## config.mk

```make
export PLATFORM = sky130hd
export DESIGN_NAME = bcd_rtc_timekeeping_core
export DESIGN_NICKNAME = d
export VERILOG_FILES = /design/src/hw/bcd_rtc_timekeeping_core.v /design/src/hw/sync_two_flop.v /design/src/hw/hundredths_divider.v
export VERILOG_INCLUDE_DIRS = /design/src /design/src/hw
export SDC_FILE = /design/constraint.sdc
export NUM_CORES = 1
export LEC_CHECK = 0
export ABC_AREA = 0
export BUFFER_PORTS_ARGS = -buffer_cell sky130_fd_sc_hd__buf_2
export CAP_MARGIN = 40
export CORE_MARGIN = 3
export CORE_UTILIZATION = 50
export DETAILED_ROUTE_END_ITERATION = 12
export PLACE_DENSITY = 0.76
export SYNTH_ARGS = -nofsm -noshare
export SYNTH_HDL_FRONTEND = slang
export SYNTH_SLANG_ARGS = --single-unit
```

## constraint.sdc

```tcl
create_clock -name core_clk -period 3.9 [get_ports core_clk]
set_clock_uncertainty 0.15 [all_clocks]
set_input_delay 0.195 -clock core_clk [delete_from_list [all_inputs] [get_ports core_clk]]
set_output_delay 0.195 -clock core_clk [all_outputs]
set_load 0.05 [all_outputs]
```

## src/hw/rtc_core_defines.vh

```
`ifndef RTC_CORE_DEFINES_VH
`define RTC_CORE_DEFINES_VH

// Register indices within the 16-location map.
`define IDX_HUND        4'h0
`define IDX_SEC         4'h1
`define IDX_MIN         4'h2
`define IDX_HOUR        4'h3
`define IDX_DOW         4'h4
`define IDX_DATE        4'h5
`define IDX_MONTH       4'h6
`define IDX_YEAR        4'h7
`define IDX_ALM_HUND    4'h8
`define IDX_ALM_SEC     4'h9
`define IDX_ALM_MIN     4'hA
`define IDX_ALM_HOUR    4'hB
`define IDX_ALM_DAYDATE 4'hC
`define IDX_CONTROL     4'hD
`define IDX_STATUS      4'hE
`define IDX_TRICKLE     4'hF
`define IDX_LAST        4'hF
`define IDX_FIRST       4'h0
`define NUM_TIME_REGS   8

// Address byte layout: bit 7 selects write, bits 6..4 must be zero.
`define ADDR_WRITE_BIT  7
`define ADDR_ZERO_MASK  8'h70

// Field positions in the hours and month registers.
`define HOUR_MODE12_BIT 6
`define HOUR_PM_BIT     5
`define MONTH_CENT_BIT  7

// Bits that hold storage; all other bits read as zero.
`define MASK_HUND       8'hFF
`define MASK_SEC        8'h7F
`define MASK_MIN        8'h7F
`define MASK_HOUR       8'h7F
`define MASK_DOW        8'h07
`define MASK_DATE       8'h3F
`define MASK_MONTH      8'h9F
`define MASK_YEAR       8'hFF
`define MASK_FULL       8'hFF
`define MASK_CONTROL    8'hBD
`define MASK_STATUS     8'h81

// Reset values of the time registers.
`define RST_DOW         8'h01
`define RST_DATE        8'h01
`define RST_MONTH       8'h01
`define RST_ZERO        8'h00

// Hundredths generator: 41 for 24 periods, then 40 for one.
`define DIV_LONG        6'd41
`define DIV_SHORT       6'd40
`define DIV_LONG_RUNS   5'd24

`endif

```

## src/hw/bcd_rtc_timekeeping_core.v

```verilog
`timescale 1ns/100ps
`include "rtc_core_defines.vh"
// Overview of operation
// - Locations 0 to 15 are read at addresses 00h-0Fh and written at addresses 80h-8Fh.
// - The pointer advances after every data byte and wraps from 0Fh to 00h.
// - When an access begins the running time is copied to a snapshot that reads of locations 0 to 7 are served from.
// - The 4096 Hz input is divided by 41 for 24 periods and by 40 for one to give 100 Hz.
// - All time and calendar registers hold and count in BCD, one digit per nibble.
// - Day of week advances at midnight from 1 to 7 and wraps back to 1.
// - Hours bit 6 set selects 12-hour counting, clear selects 24-hour counting.
// - In 12-hour mode hours bit 5 is the PM flag and hours run 1 to 12.
// - In 24-hour mode hours bit 5 is the second tens bit and hours run 00 to 23.
// - The century bit in month bit 7 toggles when the year rolls from 99 to 00.
// - The date returns to 01 after the last day of the month, including leap years.
// - Many bytes may pass in one select period with the pointer advancing between them.
module bcd_rtc_timekeeping_core (
  // Clock and reset
  input  wire core_clk,
  input  wire resetn,
  // Timebase tap, 4096 Hz from the oscillator chain
  input  wire tap4096,
  // Serial port pins
  input  wire threeWireMode,
  input  wire selPin,
  input  wire sclk,
  input  wire sdi,
  output reg  sdo,
  output reg  sdoOe
);

  // Synchronised pin levels, one flop of history for edge finding.
  wire [4:0] pinSync;
  wire       tapS;
  wire       sclkS;
  wire       selS;
  wire       sdiS;
  wire       wire3S;
  reg        tapPrev_r;
  reg        sclkPrev_r;
  reg        selPrev_r;
  wire       tapRise;
  wire       sclkRise;
  wire       sclkFall;
  wire       selActive;
  wire       selActivePrev;
  wire       accessStart;
  wire       tick100;

  sync_two_flop #(
    .WIDTH(5)
  ) u_sync (
    .core_clk(core_clk),
    .resetn  (resetn),
    .asyncIn ({threeWireMode, sdi, selPin, sclk, tap4096}),
    .syncOut (pinSync)
  );

  assign tapS   = pinSync[0];
  assign sclkS  = pinSync[1];
  assign selS   = pinSync[2];
  assign sdiS   = pinSync[3];
  assign wire3S = pinSync[4];

  assign tapRise   = tapS & ~tapPrev_r;
  assign sclkRise  = sclkS & ~sclkPrev_r;
  assign sclkFall  = ~sclkS & sclkPrev_r;
  // The 4-wire port selects on a low pin, the 3-wire port on a high one.
  assign selActive     = wire3S ? selS : ~selS;
  assign selActivePrev = wire3S ? selPrev_r : ~selPrev_r;
  assign accessStart   = selActive & ~selActivePrev;

  hundredths_divider u_div (
    .core_clk(core_clk),
    .resetn  (resetn),
    .inPulse (tapRise),
    .tickOut (tick100)
  );

  // Register storage and the snapshot used by reads.
  reg [7:0] regFile_r [0:15];
  reg [7:0] snap_r    [0:`NUM_TIME_REGS-1];

  function [7:0] bcdInc;
    input [7:0] v;
    begin
      if (v[3:0] == 4'h9) begin
        bcdInc = {v[7:4] + 4'h1, 4'h0};
      end else begin
        bcdInc = {v[7:4], v[3:0] + 4'h1};
      end
    end
  endfunction

  function [7:0] readMask;
    input [3:0] idx;
    begin
      case (idx)
        `IDX_HUND:    readMask = `MASK_HUND;
        `IDX_SEC:     readMask = `MASK_SEC;
        `IDX_MIN:     readMask = `MASK_MIN;
        `IDX_HOUR:    readMask = `MASK_HOUR;
        `IDX_DOW:     readMask = `MASK_DOW;
        `IDX_DATE:    readMask = `MASK_DATE;
        `IDX_MONTH:   readMask = `MASK_MONTH;
        `IDX_YEAR:    readMask = `MASK_YEAR;
        `IDX_CONTROL: readMask = `MASK_CONTROL;
        `IDX_STATUS:  readMask = `MASK_STATUS;
        default:      readMask = `MASK_FULL;
      endcase
    end
  endfunction

  // Leap test on the two-digit BCD year: divisible by four.
  function isLeap;
    input [7:0] y;
    begin
      if (y[4]) begin
        isLeap = (y[3:0] == 4'h2) || (y[3:0] == 4'h6);
      end else begin
        isLeap = (y[3:0] == 4'h0) || (y[3:0] == 4'h4) || (y[3:0] == 4'h8);
      end
    end
  endfunction

  function [7:0] lastDay;
    input [4:0] m;
    input [7:0] y;
    begin
      case (m)
        5'h02:   lastDay = isLeap(y) ? 8'h29 : 8'h28;
        5'h04:   lastDay = 8'h30;
        5'h06:   lastDay = 8'h30;
        5'h09:   lastDay = 8'h30;
        5'h11:   lastDay = 8'h30;
        default: lastDay = 8'h31;
      endcase
    end
  endfunction

  // Counter chain, all in BCD.
  wire [7:0] hundCur;
  wire [7:0] secCur;
  wire [7:0] minCur;
  wire [7:0] hourCur;
  wire [7:0] dowCur;
  wire [7:0] dateCur;
  wire [7:0] monCur;
  wire [7:0] yearCur;
  wire       mode12;
  wire       pmCur;
  wire [7:0] dimCur;
  wire       carHund;
  wire       carSec;
  wire       carMin;
  wire       carHour;
  wire       carDate;
  wire       carMon;
  wire       carYear;
  reg  [7:0] hundNxt;
  reg  [7:0] secNxt;
  reg  [7:0] minNxt;
  reg  [7:0] hourNxt;
  reg  [7:0] dowNxt;
  reg  [7:0] dateNxt;
  reg  [7:0] monNxt;
  reg  [7:0] yearNxt;

  assign hundCur = regFile_r[`IDX_HUND];
  assign secCur  = regFile_r[`IDX_SEC];
  assign minCur  = regFile_r[`IDX_MIN];
  assign hourCur = regFile_r[`IDX_HOUR];
  assign dowCur  = regFile_r[`IDX_DOW];
  assign dateCur = regFile_r[`IDX_DATE];
  assign monCur  = regFile_r[`IDX_MONTH];
  assign yearCur = regFile_r[`IDX_YEAR];
  assign mode12  = hourCur[`HOUR_MODE12_BIT];
  assign pmCur   = hourCur[`HOUR_PM_BIT];
  assign dimCur  = lastDay(monCur[4:0], yearCur);

  assign carHund = tick100 & (hundCur == 8'h99);
  assign carSec  = carHund & (secCur[6:0] == 7'h59);
  assign carMin  = carSec & (minCur[6:0] == 7'h59);
  // Midnight is 11 PM to 12 AM in 12-hour mode and 23 to 00 otherwise.
  assign carHour = carMin & (mode12 ? (pmCur && hourCur[4:0] == 5'h11)
                                    : (hourCur[5:0] == 6'h23));
  assign carDate = carHour & (dateCur[5:0] == dimCur[5:0]);
  assign carMon  = carDate & (monCur[4:0] == 5'h12);
  assign carYear = carMon & (yearCur == 8'h99);

  always @* begin
    hundNxt = hundCur;
    secNxt  = secCur;
    minNxt  = minCur;
    hourNxt = hourCur;
    dowNxt  = dowCur;
    dateNxt = dateCur;
    monNxt  = monCur;
    yearNxt = yearCur;
    if (tick100) begin
      hundNxt = carHund ? 8'h00 : bcdInc(hundCur);
    end
    if (carHund) begin
      secNxt = carSec ? 8'h00 : bcdInc(secCur);
    end
    if (carSec) begin
      minNxt = carMin ? 8'h00 : bcdInc(minCur);
    end
    if (carMin) begin
      if (mode12) begin
        if (hourCur[4:0] == 5'h12) begin
          hourNxt = {2'b01, pmCur, 5'h01};
        end else if (hourCur[4:0] == 5'h11) begin
          hourNxt = {2'b01, ~pmCur, 5'h12};
        end else begin
          hourNxt      = bcdInc({3'b000, hourCur[4:0]});
          hourNxt[7:5] = {2'b01, pmCur};
        end
      end else begin
        hourNxt = (hourCur[5:0] == 6'h23) ? 8'h00 : bcdInc({2'b00, hourCur[5:0]});
      end
    end
    if (carHour) begin
      dowNxt  = (dowCur[2:0] == 3'h7) ? 8'h01 : bcdInc(dowCur);
      dateNxt = carDate ? 8'h01 : bcdInc(dateCur);
    end
    if (carDate) begin
      monNxt = {monCur[`MONTH_CENT_BIT], 7'h00} | (carMon ? 8'h01 : bcdInc({3'b000, monCur[4:0]}));
    end
    if (carMon) begin
      yearNxt = carYear ? 8'h00 : bcdInc(yearCur);
    end
    if (carYear) begin
      monNxt[`MONTH_CENT_BIT] = ~monCur[`MONTH_CENT_BIT];
    end
  end

  // Serial engine, clocked from edges of the synchronised serial clock.
  reg       idleHigh_r;
  reg [2:0] bitCnt_r;
  reg [7:0] shiftIn_r;
  reg [7:0] shiftOut_r;
  reg       haveAddr_r;
  reg       isWrite_r;
  reg       addrOk_r;
  reg [3:0] ptr_r;
  reg       wrEn;
  reg [3:0] wrIdx;
  reg [7:0] wrData;
  wire      captureEdge;
  wire      launchEdge;
  wire [7:0] rxByte;
  wire       byteDone;

  // Mode 1 idles low and mode 3 idles high; both sample on the trailing edge.
  assign captureEdge = wire3S ? sclkRise : (idleHigh_r ? sclkRise : sclkFall);
  assign launchEdge  = wire3S ? sclkFall : (idleHigh_r ? sclkFall : sclkRise);
  assign rxByte      = {shiftIn_r[6:0], sdiS};
  assign byteDone    = selActive & ~accessStart & captureEdge & (bitCnt_r == 3'd7);

  function [7:0] readData;
    input [3:0] idx;
    begin
      if (idx < `NUM_TIME_REGS) begin
        readData = snap_r[idx[2:0]] & readMask(idx);
      end else begin
        readData = regFile_r[idx] & readMask(idx);
      end
    end
  endfunction

  always @* begin
    wrEn   = 1'b0;
    wrIdx  = ptr_r;
    wrData = rxByte & readMask(ptr_r);
    if (byteDone && haveAddr_r && isWrite_r && addrOk_r) begin
      wrEn = 1'b1;
    end
  end

  always @(posedge core_clk or negedge resetn) begin
    if (!resetn) begin
      tapPrev_r  <= 1'b0;
      sclkPrev_r <= 1'b0;
      selPrev_r  <= 1'b0;
      idleHigh_r <= 1'b0;
      bitCnt_r   <= 3'd0;
      shiftIn_r  <= 8'h00;
      shiftOut_r <= 8'h00;
      haveAddr_r <= 1'b0;
      isWrite_r  <= 1'b0;
      addrOk_r   <= 1'b0;
      ptr_r      <= `IDX_FIRST;
      sdo        <= 1'b0;
      sdoOe      <= 1'b0;
    end else begin
      tapPrev_r  <= tapS;
      sclkPrev_r <= sclkS;
      selPrev_r  <= selS;
      if (!selActive) begin
        bitCnt_r   <= 3'd0;
        haveAddr_r <= 1'b0;
        sdoOe      <= 1'b0;
        sdo        <= 1'b0;
      end else if (accessStart) begin
        idleHigh_r <= sclkS;
        bitCnt_r   <= 3'd0;
        haveAddr_r <= 1'b0;
      end else begin
        if (captureEdge) begin
          shiftIn_r <= rxByte;
          bitCnt_r  <= bitCnt_r + 3'd1;
        end
        if (byteDone) begin
          if (!haveAddr_r) begin
            haveAddr_r <= 1'b1;
            isWrite_r  <= rxByte[`ADDR_WRITE_BIT];
            addrOk_r   <= ((rxByte & `ADDR_ZERO_MASK) == 8'h00);
            if (!rxByte[`ADDR_WRITE_BIT]) begin
              shiftOut_r <= readData(rxByte[3:0]);
              ptr_r      <= rxByte[3:0] + 4'h1;
            end else begin
              ptr_r <= rxByte[3:0];
            end
          end else begin
            // Wraps from the last location back to the first by overflow.
            ptr_r <= ptr_r + 4'h1;
            if (!isWrite_r) begin
              shiftOut_r <= readData(ptr_r);
            end
          end
        end else if (launchEdge && haveAddr_r && !isWrite_r) begin
          sdo        <= addrOk_r & shiftOut_r[7];
          sdoOe      <= 1'b1;
          shiftOut_r <= {shiftOut_r[6:0], 1'b0};
        end
      end
    end
  end

  // Map storage: a host write overrides the tick in the same cycle.
  integer i;
  integer j;

  always @(posedge core_clk or negedge resetn) begin
    if (!resetn) begin
      for (i = 0; i < 16; i = i + 1) begin
        regFile_r[i] <= `RST_ZERO;
      end
      regFile_r[`IDX_DOW]   <= `RST_DOW;
      regFile_r[`IDX_DATE]  <= `RST_DATE;
      regFile_r[`IDX_MONTH] <= `RST_MONTH;
    end else begin
      regFile_r[`IDX_HUND]  <= hundNxt;
      regFile_r[`IDX_SEC]   <= secNxt;
      regFile_r[`IDX_MIN]   <= minNxt;
      regFile_r[`IDX_HOUR]  <= hourNxt;
      regFile_r[`IDX_DOW]   <= dowNxt;
      regFile_r[`IDX_DATE]  <= dateNxt;
      regFile_r[`IDX_MONTH] <= monNxt;
      regFile_r[`IDX_YEAR]  <= yearNxt;
      if (wrEn) begin
        regFile_r[wrIdx] <= wrData;
      end
    end
  end

  always @(posedge core_clk or negedge resetn) begin
    if (!resetn) begin
      for (j = 0; j < `NUM_TIME_REGS; j = j + 1) begin
        snap_r[j] <= `RST_ZERO;
      end
    end else if (accessStart) begin
      for (j = 0; j < `NUM_TIME_REGS; j = j + 1) begin
        snap_r[j] <= regFile_r[j];
      end
    end
  end

endmodule

```

## src/hw/sync_two_flop.v

```verilog
`timescale 1ns/100ps
// Two-flop synchroniser for a group of unrelated pin levels.
module sync_two_flop #(
  parameter WIDTH = 5
) (
  // Clock and reset
  input  wire             core_clk,
  input  wire             resetn,
  // Asynchronous levels in, synchronised levels out
  input  wire [WIDTH-1:0] asyncIn,
  output reg  [WIDTH-1:0] syncOut
);

  reg [WIDTH-1:0] meta_r;

  always @(posedge core_clk or negedge resetn) begin
    if (!resetn) begin
      meta_r  <= {WIDTH{1'b0}};
      syncOut <= {WIDTH{1'b0}};
    end else begin
      meta_r  <= asyncIn;
      syncOut <= meta_r;
    end
  end

endmodule

```

## src/hw/hundredths_divider.v

```verilog
`timescale 1ns/100ps
`include "rtc_core_defines.vh"
// Turns one pulse per 4096 Hz period into an average 100 Hz tick.
module hundredths_divider (
  // Clock and reset
  input  wire core_clk,
  input  wire resetn,
  // One-cycle pulse per input period, one-cycle tick out
  input  wire inPulse,
  output reg  tickOut
);

  reg [5:0] divCnt_r;
  reg [4:0] runCnt_r;
  wire [5:0] divisor;
  wire       lastCount;

  assign divisor   = (runCnt_r == `DIV_LONG_RUNS) ? `DIV_SHORT : `DIV_LONG;
  assign lastCount = (divCnt_r == divisor - 6'd1);

  always @(posedge core_clk or negedge resetn) begin
    if (!resetn) begin
      divCnt_r <= 6'd0;
      runCnt_r <= 5'd0;
      tickOut  <= 1'b0;
    end else begin
      tickOut <= inPulse & lastCount;
      if (inPulse) begin
        if (lastCount) begin
          divCnt_r <= 6'd0;
          runCnt_r <= (runCnt_r == `DIV_LONG_RUNS) ? 5'd0 : runCnt_r + 5'd1;
        end else begin
          divCnt_r <= divCnt_r + 6'd1;
        end
      end
    end
  end

endmodule

```

==> key figures <==
Clock network
  – CTS tree: yes
  – CTS buffer count: 27
  – Post-CTS Setup Inserts: 0
  – Clock transition at path regs: approximately 70 ps
  – Post_cts resized: 0
  – Worst skew pair latency: 540 ps
  – H-tree levels: 1
  – Clock sinks: between 200 and 250
  – CTS max path bufs: 3
  – Root Buffer: clkbuf_16
  – CTS Hold Bufs: 6

Finish
  – Area Growth Syn to Fin: 10.5%
  – # diodes: 0
  – NumNets Final: 1251
  – Layout cells sized above 1: 0.260

Logic synthesis
  – Post-synth EDFFs: 0
  – #FFs+latches synth: roughly 250
  – Area leader, netlist: dfrtp_1
  – Synthesized cell area: approximately 14000 um2
  – Async set-or-reset flop fraction in the synthesized netlist: 1.00
  – Register area share after synthesis: 0.445
  – Synth unique cells: 79
  – YS warnings: 0
  – Top FF cell, synth: dfrtp_1
  – Top post-synthesis cells by area: dfrtp_1 44%, mux4_2 12%, mux2_2 10%, ha_1 3.6%, nand2_1 3.3%
  – Post-synthesis cell count: between 1000 and 1500
  – Top cell type's share of synthesized area: 0.440
  – Mapped Nets: 1249
  – Mean area per synthesized cell: around 11 um2

Critical path
  – Worst r2r src: hundCur[1]
  – R2R depth: 9
  – Setup Crit Path Kind: flip-flop to flip-flop
  – Worst setup path end: monCur[1]
  – Req. time, crit path: 4200 ps
  – Data arrival, critical path: between 3000 and 4000 ps
  – RR Endpoint: monCur[1]
  – CP endpoint kind: flip-flop
  – Max FO, Critical Path: 16
  – CP Launch Point: hundCur[1]
  – Startpoint Class: flip-flop
  – Reg2Reg Setup Slack: between 700 and 800 ps

Status
  – Status: complete, no violations

Power
  – Peak supply drop: 0.000312 V
  – Clock share of power: 0.451
  – Int Power: around 4.5 mW
  – Leak: approximately 6.6 nW
  – Logic pwr share: 0.101
  – Reg power frac: 0.448
  – Pwr Density: between 300 and 400 nW/um2
  – Switching power share of the total: 0.259
  – Sw Pwr: roughly 1.6 mW

Drt
  – Drt first pass iters: 5
  – Vias: around 10000
  – Final wirelength: approximately 35 mm
  – Vias/cell: approximately 6.5
  – DR WL/cell: ~22 um
  – DRT iter0 DRCs: about 1200
  – Post-route ant nets: 0
  – Residual DRC count: 0

Global routing
  – Total GRT Usage: 0.240
  – Vias in the first global route: 9586
  – Largest net degree at the start of global routing: ~130
  – First-pass GRT wire length: 55.2 mm
  – Total gr overflow: 0
  – Initial antenna violation count: 1

Die
  – Total Die Area: ~30000 um2
  – Initial Utilization: 0.510
  – Rows: 60
  – Die Wd: between 150 and 200 um
  – I/O pins: 9
  – Core area: approximately 27000 um2
  – Die Span Y: 172 um

STA
  – Final Hold Fails: 0
  – Period utilization: 0.802
  – RSZ-0062 raised after global routing: no
  – Minimum hold slack: ~160 ps
  – Slew Viols, Final: 0
  – Final setup TNS: 0 ps
  – Worst rel slew slack: 0.337
  – # setup viols final: 0
  – Worst-margin pin slew: 994 ps
  – Final critical-path required period: roughly 3100 ps
  – Fmax: about 320 MHz

Run
  – Max-cap viol count: 0

Hold path
  – HP Class: input port to flip-flop

Place
  – Routability congestion estimate: just over 0.9
  – HPWL after DPL: 24.3 mm
  – Number of port buffers: 8
## cell usage in the layout, fill, tap and decap left out, drive strengths merged, types with 17 or more instances in the layout
cell	n
nor2	53
mux2i	20
a211oi	17
nor3	32
buf	37
mux2	124
nand2	122
a21oi	64
mux4	72
o21ai	93
dfrtp	242
ha	40
inv	35
nand3	29
clkbuf	35
## worst max-delay path, cell delays in order (launching register included)
cell and delay (ps):
dfrtp_1 420, inv_1 90, ha_1 200, and4b_1 360, nand4_2 250, or3_1 570
buf_16 250, nor3_4 390, a31oi_1 150, a22oi_1 210
## how the worst min path moves through the flow
stage / startpoint / slack, ps / depth (start not counted) / to
global route: selPin / 160 / 2 / u_sync.meta_r[2]
finish: selPin / 160 / 2 / u_sync.meta_r[2]
detailed placement: threeWireMode / 150 / 1 / u_sync.meta_r[4]
floorplan: resetn / -250 / 0 / async pin
CTS: selPin / 140 / 2 / u_sync.meta_r[2]
global placement: threeWireMode / 160 / 1 / u_sync.meta_r[4]
## per-stage QoR
step           total power [mW]  utilization  instances  worst slack, ps  area, um2
2_1_floorplan              3.07            -       1202             1080      13800
3_3_place_gp               3.34        0.524       1508              730      14200
3_5_place_dp               3.35        0.526       1510              852      14200
4_1_cts                    6.09        0.563       1564              831      15200
5_1_grt                    6.26        0.563       1564              539      15200
6_report                   6.07        0.563       1564              773      15200
## Yosys cell counts, types with 6 or more instances
cell type and n:
dfrtp_1 242, mux2_2 124, nand2_1 121, o21ai_0 86
mux4_2 72, a21oi_1 64, nor2_1 45, clkbuf_1 42
ha_1 40, inv_1 33, nand3_1 29, nor3_1 23
mux2i_1 20, a211oi_1 16, buf_2 14, xnor2_1 14
and2_1 13, nand4_1 9, nor2b_1 9, o31ai_1 9
a31oi_1 8, nor2_2 8, nor3_2 8, o21ai_1 7
a311oi_1 6, and3_1 6, buf_4 6, nand2b_1 6
nor4b_1 6, o22ai_1 6, or3_1 6
## power groups by stage
stage	clock network (mW)	logic, mW	registers (mW)
2_1_floorplan	0	0.382	2.69
3_3_place_gp	0	0.586	2.76
3_5_place_dp	0	0.594	2.76
4_1_cts	2.77	0.601	2.71
5_1_grt	2.88	0.656	2.73
6_report	2.73	0.612	2.72
## cell type report
type	instances	area (um2)
fillers	2177	11800
inverters	35	131
clock inverters	13	203
flip-flops and latches	245	6140
well taps	341	427
clock buffers	35	756
repair buffers	43	373
multi-input cells	852	7200
## metal layers
layer	track usage	vias up	part of all wire
met1	0.340	5066	0.41
li1	-	4486	-
met2	0.368	469	0.46
met3	0.0441	103	0.083
met4	0.0996	2	0.045
met5	0	-	0.00020
## cells by family after synthesis
logic type               after synthesis  synth area share
multiplexers                         216             0.234
adder cells (fa/ha/maj)               40            0.0363
buffers and inverters                105            0.0332
AND/OR/NAND/NOR                      328             0.127
AO/OA/AOI/OAI                        251             0.113
flip-flops                           245             0.445
XOR/XNOR                              17            0.0108
(Power assumes the default switching activity.)
